**src/fbo_regs.vh**
```
// Purpose: constants for the flash bus operation controller
// Assumes: 200 MHz ref_clk, 5 ns period
// Notes: times in ns, cycle counts derived from them
`ifndef FBO_REGS_VH
`define FBO_REGS_VH
`define FBO_CLK_NS 5
`define FBO_RESET_PULSE_MIN_NS 500
`define FBO_RESET_PULSE_MIN_CYC ((`FBO_RESET_PULSE_MIN_NS + `FBO_CLK_NS - 1) / `FBO_CLK_NS)
`define FBO_RESET_TO_READ_NS 50
`define FBO_RESET_TO_READ_CYC ((`FBO_RESET_TO_READ_NS + `FBO_CLK_NS - 1) / `FBO_CLK_NS)
`define FBO_SELECT_ACCESS_NS 70
`define FBO_SELECT_ACCESS_CYC ((`FBO_SELECT_ACCESS_NS + `FBO_CLK_NS - 1) / `FBO_CLK_NS)
`define FBO_WRITE_PULSE_NS 40
`define FBO_WRITE_PULSE_CYC ((`FBO_WRITE_PULSE_NS + `FBO_CLK_NS - 1) / `FBO_CLK_NS)
`define FBO_CMD_READ 2'h0
`define FBO_CMD_WRITE 2'h1
`define FBO_CMD_RESET 2'h2
`endif

```
**src/fbo_ctrl.v**
```verilog
// Purpose: host-side controller that drives a parallel NOR flash through its pins
// Assumes: flash pins are asynchronous; inputs from the flash are double-synchronised
// Notes: one request at a time; req_ready high when idle
`timescale 1ns/1ps
`default_nettype none
`include "fbo_regs.vh"
module fbo_ctrl #(
   parameter AW = 18,
   parameter DW = 16
) (
   input wire ref_clk,
   input wire resetn,
   input wire req_valid,
   input wire [1:0] req_cmd,
   input wire [AW-1:0] req_addr,
   input wire [DW-1:0] req_wdata,
   input wire req_byte_mode,
   output reg req_ready,
   output reg rsp_valid,
   output reg [DW-1:0] rsp_rdata,
   output reg flash_busy,
   output reg [AW-1:0] addr_pins,
   output reg select_n,
   output reg gate_n,
   output reg strobe_n,
   output reg reset_n_pin,
   output reg width_sel,
   input wire [DW-1:0] data_pins_in,
   output reg [DW-1:0] data_pins_out,
   output reg [DW-1:0] data_pins_oe,
   input wire op_done_n
);
   localparam ST_IDLE = 3'h0;
   localparam ST_READ = 3'h1;
   localparam ST_WRITE = 3'h2;
   localparam ST_WREC = 3'h3;
   localparam ST_RST = 3'h4;
   localparam ST_RWAIT = 3'h5;
   localparam integer RP_INT = `FBO_RESET_PULSE_MIN_CYC;
   localparam integer RH_INT = `FBO_RESET_TO_READ_CYC;
   localparam integer CE_INT = `FBO_SELECT_ACCESS_CYC;
   localparam integer WP_INT = `FBO_WRITE_PULSE_CYC;
   // counts fit the eight-bit timer; cut to its width on purpose
   localparam [7:0] RP_CYC = RP_INT[7:0];
   localparam [7:0] RH_CYC = RH_INT[7:0];
   localparam [7:0] CE_CYC = CE_INT[7:0];
   localparam [7:0] WP_CYC = WP_INT[7:0];

   reg [2:0] state_reg;
   reg [DW-1:0] din_s1_reg;
   reg [DW-1:0] din_s2_reg;
   reg rdy_s1_reg;
   reg rdy_s2_reg;
   reg t_load;
   reg [7:0] t_value;
   wire t_done;

   fbo_timer #(.W(8)) u_timer (
      .ref_clk(ref_clk),
      .resetn(resetn),
      .load(t_load),
      .value(t_value),
      .done(t_done)
   );

   // two-flop synchronisers for flash outputs
   always @(posedge ref_clk) begin
      din_s1_reg <= data_pins_in;
      din_s2_reg <= din_s1_reg;
      rdy_s1_reg <= op_done_n;
      rdy_s2_reg <= rdy_s1_reg;
   end

   // byte mode masks pins eight to fourteen; pin fifteen is the low address
   function [DW-1:0] fbo_oe_mask;
      input byte_mode;
      begin
         fbo_oe_mask = byte_mode ? {{(DW-8){1'b0}}, 8'hff} : {DW{1'b1}};
      end
   endfunction

   always @* begin
      t_load = 1'b0;
      t_value = 8'h00;
      case (state_reg)
         ST_IDLE: begin
            if (req_valid && req_ready) begin
               t_load = 1'b1;
               if (req_cmd == `FBO_CMD_RESET) begin
                  t_value = RP_CYC;
               end else if (req_cmd == `FBO_CMD_WRITE) begin
                  t_value = WP_CYC;
               end else begin
                  t_value = CE_CYC + 8'h02;
               end
            end
         end
         ST_WRITE: begin
            if (t_done) begin
               t_load = 1'b1;
               t_value = 8'h02;
            end
         end
         ST_RST: begin
            if (t_done) begin
               t_load = 1'b1;
               t_value = RH_CYC;
            end
         end
         default: begin
            t_load = 1'b0;
         end
      endcase
   end

   always @(posedge ref_clk) begin
      if (!resetn) begin
         state_reg <= ST_IDLE;
         req_ready <= 1'b0;
         rsp_valid <= 1'b0;
         rsp_rdata <= {DW{1'b0}};
         flash_busy <= 1'b0;
         addr_pins <= {AW{1'b0}};
         select_n <= 1'b1;
         gate_n <= 1'b1;
         strobe_n <= 1'b1;
         reset_n_pin <= 1'b1;
         width_sel <= 1'b1;
         data_pins_out <= {DW{1'b0}};
         data_pins_oe <= {DW{1'b0}};
      end else begin
         rsp_valid <= 1'b0;
         flash_busy <= ~rdy_s2_reg;
         case (state_reg)
            ST_IDLE: begin
               select_n <= 1'b1;
               gate_n <= 1'b1;
               strobe_n <= 1'b1;
               data_pins_oe <= {DW{1'b0}};
               req_ready <= 1'b1;
               if (req_valid && req_ready) begin
                  req_ready <= 1'b0;
                  addr_pins <= req_addr;
                  width_sel <= ~req_byte_mode;
                  if (req_cmd == `FBO_CMD_RESET) begin
                     reset_n_pin <= 1'b0;
                     state_reg <= ST_RST;
                  end else if (req_cmd == `FBO_CMD_WRITE) begin
                     select_n <= 1'b0;
                     strobe_n <= 1'b0;
                     data_pins_out <= req_wdata;
                     data_pins_oe <= fbo_oe_mask(req_byte_mode);
                     if (req_byte_mode) begin
                        data_pins_out[DW-1] <= req_wdata[DW-1];
                        data_pins_oe[DW-1] <= 1'b1;
                     end
                     state_reg <= ST_WRITE;
                  end else begin
                     select_n <= 1'b0;
                     gate_n <= 1'b0;
                     if (req_byte_mode) begin
                        data_pins_out[DW-1] <= req_wdata[DW-1];
                        data_pins_oe[DW-1] <= 1'b1;
                     end
                     state_reg <= ST_READ;
                  end
               end
            end
            ST_READ: begin
               if (t_done) begin
                  // same timing for array, identifier and status
                  rsp_rdata <= width_sel ? din_s2_reg : {{(DW-8){1'b0}}, din_s2_reg[7:0]};
                  rsp_valid <= 1'b1;
                  select_n <= 1'b1;
                  gate_n <= 1'b1;
                  data_pins_oe <= {DW{1'b0}};
                  state_reg <= ST_IDLE;
               end
            end
            ST_WRITE: begin
               if (t_done) begin
                  strobe_n <= 1'b1;
                  state_reg <= ST_WREC;
               end
            end
            ST_WREC: begin
               if (t_done) begin
                  select_n <= 1'b1;
                  data_pins_oe <= {DW{1'b0}};
                  rsp_valid <= 1'b1;
                  state_reg <= ST_IDLE;
               end
            end
            ST_RST: begin
               if (t_done) begin
                  reset_n_pin <= 1'b1;
                  state_reg <= ST_RWAIT;
               end
            end
            ST_RWAIT: begin
               if (t_done && rdy_s2_reg) begin
                  rsp_valid <= 1'b1;
                  state_reg <= ST_IDLE;
               end
            end
            default: begin
               state_reg <= ST_IDLE;
            end
         endcase
      end
   end
endmodule // fbo_ctrl
`default_nettype wire

```
**src/fbo_timer.v**
```verilog
// Purpose: loadable down counter giving a done level
// Assumes: single clock domain
// Notes: done is high when the count reaches zero
`timescale 1ns/1ps
`default_nettype none
module fbo_timer #(
   parameter W = 8
) (
   input wire ref_clk,
   input wire resetn,
   input wire load,
   input wire [W-1:0] value,
   output wire done
);
   reg [W-1:0] cnt_reg;
   always @(posedge ref_clk) begin
      if (!resetn) begin
         cnt_reg <= {W{1'b0}};
      end else if (load) begin
         cnt_reg <= value;
      end else if (cnt_reg != {W{1'b0}}) begin
         cnt_reg <= cnt_reg - {{(W-1){1'b0}}, 1'b1};
      end
   end
   assign done = (cnt_reg == {W{1'b0}});
endmodule // fbo_timer
`default_nettype wire

```
**config.mk**
```make
export PLATFORM = sky130hd
export DESIGN_NAME = fbo_ctrl
export DESIGN_NICKNAME = d
export VERILOG_FILES = /design/src/fbo_ctrl.v /design/src/fbo_timer.v
export VERILOG_INCLUDE_DIRS = /design/src
export SDC_FILE = /design/constraint.sdc
export NUM_CORES = 1
export LEC_CHECK = 0
export ABC_AREA = 1
export BUFFER_PORTS_ARGS = -buffer_cell sky130_fd_sc_hd__buf_2
export CORE_ASPECT_RATIO = 1.5
export CORE_MARGIN = 4
export CORE_UTILIZATION = 46
export CTS_BUF_LIST = sky130_fd_sc_hd__clkbuf_8
export CTS_CLUSTER_DIAMETER = 40
export DETAILED_ROUTE_END_ITERATION = 7
export GPL_ROUTABILITY_DRIVEN = 1
export PLACE_DENSITY = 0.78
export SYNTH_ARGS = -nofsm -noshare
export SYNTH_HDL_FRONTEND = slang
export SYNTH_SLANG_ARGS = --single-unit
```
**constraint.sdc**
```tcl
create_clock -name ref_clk -period 1.4 [get_ports ref_clk]
set_input_delay 0.21 -clock ref_clk [delete_from_list [all_inputs] [get_ports ref_clk]]
set_output_delay 0.21 -clock ref_clk [all_outputs]
set_load 0.005 [all_outputs]
```
==> flow_summary.ini <==
[cells_and_area]
largest_register_ff_count = 18
diodes = 0
regMostFlops = addr_pins
layout-drive-gt1-share_pct = 40.60
seq_area_um2 = 2132
layout.nets = 653
layout.cells.non_filler = 701
layout_common_cells = 130 x buf_2, 98 x dfxtp_1, 91 x nor2_1
final_common_cell = buf_2
multi_input_area_um2 = 1564
areaGrowthSynthToFinish_pct = 37.68
fillers = 631
finish.instance_area_um2 = 5216

[place]
gp_congestion = 0.8837
dp.cells = 659
port_buffers = 130
place_ws_ns = -0.08283
hpwl_um = 6749
place_area_um2 = 4548

[global_route]
grtUsageTotal_pct = 20.76
grt_overflow = 0
antenna_found_initial = 0
grt_max_degree = 44
grt_pass1_wl_um = 15740
grt_pass1_vias = 3490

[power]
peakVddDrop_mv = 1.113
power_leakage_nw = 2.499
p_per_area_nw_per_um2 = 1732

[sta]
worst_pin_slew_ns = 0.3620
fmax_mhz = 683.7
final_max_slew_viol_count = 0
fin_skew_ns = 0.01464
min_period_ns = 1.463
layout_setup_ws_ns = -0.06268
period_share_pct = 104.5
rsz0062_at_grt = yes
hold-worst-slack_ns = 0.06352
hold_viol_final = 0
max_slew_margin_pct = 75.76
setup_viol = 8

[floorplan]
coreArea_um2 = 8008
ioPinCount = 131
start_util_pct = 47.31
rows = 40
die_w_um = 82.10
die_h_um = 119.2
dieArea_um2 = 9782

[routing]
via_count = 3410
drtPass1Iterations = 4
wirelength_um = 9938
drt_drc_violations_left = 0
drt_iter0_markers = 178
via_per_inst = 4.864
ant_nets = 0
wl_per_cell_um = 14.18

[worst_hold_path]
min_path_type = input pin to flop
worstHoldStart = req_addr[7]
hold-path-endpoint = addr_pins[7]
hold_depth = 3

[clock_tree]
cts_tree = done
cts_buffer_depth = 2
clock-sinks = 106
cts_made_buffers = 9
clk_pin_slew_ns = 0.10
htreeDepth = 3
clock-root-buffer = clkbuf_8
insertion_delay_ns = 0.37

[setup_path]
worstPathRequired_ns = 1.70
rr_worst_depth = 9
r2r_end = rsp_rdata[11]
cp_cell_sequence = inv_2, ha_4, inv_2, nor2_4, nand2_4, nor2_8, buf_12, nand3_2, a21oi_2
worst-path-max-fanout = 7
critPathMaxStageDelay_ns = 0.34
crit_type = flop to flop
cp_slowest_cell = dfxtp_2
r2r_setup_slack_ns = -0.06
path_delay_family = simple AND/OR/NAND/NOR gates
crit_path_end_kind = flop
arrival_ns = 1.77
regToRegStartpoint = u_timer.cnt_reg[0]
path_common_cell = inv_2
worst_setup_path_start_kind = flop
crit_buf_inv = 3

[logic_synthesis]
synth_fp_nets = 496
synth_seq_cells = 106
yosysSeqAreaShare_pct = 56.01
yosys_warnings = 0
ys_types = 37
synthCells = 434
avgSynthCellArea_um2 = 8.730
syn_area_um2 = 3789

[flow_run]
maxCapViolCount = 0

[status]
outcome = finished with violations
violations = negative setup slack
[worst register-to-register path, cell delays in order, from the launching register on]
cell     delay, ns
dfxtp_2       0.34
inv_2         0.08
ha_4          0.16
inv_2         0.05
nor2_4        0.10
nand2_4       0.09
nor2_8        0.16
buf_12        0.16
nand3_2       0.09
a21oi_2       0.17
[layout make-up]
class / instances / share of cell area [%]
flip-flops and latches: 106 / 40.87
multi-input cells: 273 / 29.98
repair buffers: 173 / 20.48
clock buffers: 10 / 2.639
well taps: 105 / 2.519
inverters: 28 / 2.255
clock inverters: 6 / 1.247
[layer usage]
| metal | share of wire, % | vias up | global-route usage, % |
|---|---|---|---|
| met2 | 52 | 110 | 35.88 |
| met5 | 0 | - | 0 |
| li1 | - | 1707 | - |
| met1 | 38 | 1562 | 22.34 |
| met3 | 5.7 | 31 | 6.430 |
| met4 | 3.5 | 0 | 9.667 |
[worst max path at each step]
stage | slack, ns | end | cells past startpoint | start
CTS | -0.006 | data_pins_out[10] | 7 | state_reg[0]
floorplan | -0.01 | gate_n | 10 | u_timer.cnt_reg[0]
global placement | 0.03 | data_pins_out[1] | 7 | state_reg[0]
global route | -0.13 | rsp_rdata[11] | 9 | u_timer.cnt_reg[0]
finish | -0.06 | rsp_rdata[11] | 9 | u_timer.cnt_reg[0]
detailed placement | -0.08 | rsp_rdata[10] | 9 | u_timer.cnt_reg[0]
[power by group]
| group | internal, mW | leakage (nW) | switching, mW |
|---|---|---|---|
| Clock | 0.879 | 0.103 | 1.01 |
| Combinational | 1.50 | 1.52 | 1.89 |
| Sequential | 3.44 | 0.875 | 0.313 |
[through the flow]
| stage | setup TNS (ns) | total power, mW | util (%) |
|---|---|---|---|
| global route | -2.450 | 9.569 | 65.14 |
| floorplan | -0.01085 | 5.629 | - |
| global placement | 0 | 6.511 | 56.80 |
| CTS | -0.008171 | 8.676 | 62.34 |
| detailed placement | -1.098 | 6.606 | 56.80 |
| finish | -0.1556 | 9.033 | 65.14 |
[cell families after synthesis]
group | after synthesis | synth area share, %
compound gates | 79 | 10.96
xor+xnor | 3 | 0.6937
fa+ha+maj | 5 | 1.651
buf+inv | 56 | 7.694
flops | 106 | 56.01
simple gates | 185 | 22.99
[cell usage after synthesis, drive strengths merged]
master | n | share of area (%)
nor2 | 101 | 11
nand3b | 1 | 0.20
a31oi | 1 | 0.17
clkbuf | 8 | 0.86
o21ai | 51 | 7.0
buf | 20 | 4.0
ha | 5 | 1.7
a21oi | 24 | 3.2
nand2 | 48 | 5.7
nor3 | 5 | 0.79
clkinv | 1 | 0.13
xnor2 | 1 | 0.23
o22ai | 1 | 0.17
inv | 27 | 2.7
dfxtp | 106 | 56
nand4 | 4 | 0.66
a211o | 1 | 0.23
o211ai | 1 | 0.20
nor4 | 1 | 0.17
xor2 | 2 | 0.46
nand3 | 25 | 4.0
[timing repair]
item | in CTS | in global routing
hold buffers | 17 | 0
endpoints found under the hold margin | 17 | 0
buffers inserted | 4 | 4
setup endpoints to repair | 42 | 67
gates resized for setup | 13 | 57
gates cloned | 0 | 1
pin swaps | 7 | 19
No activity file was read; power rests on OpenSTA's default activity.
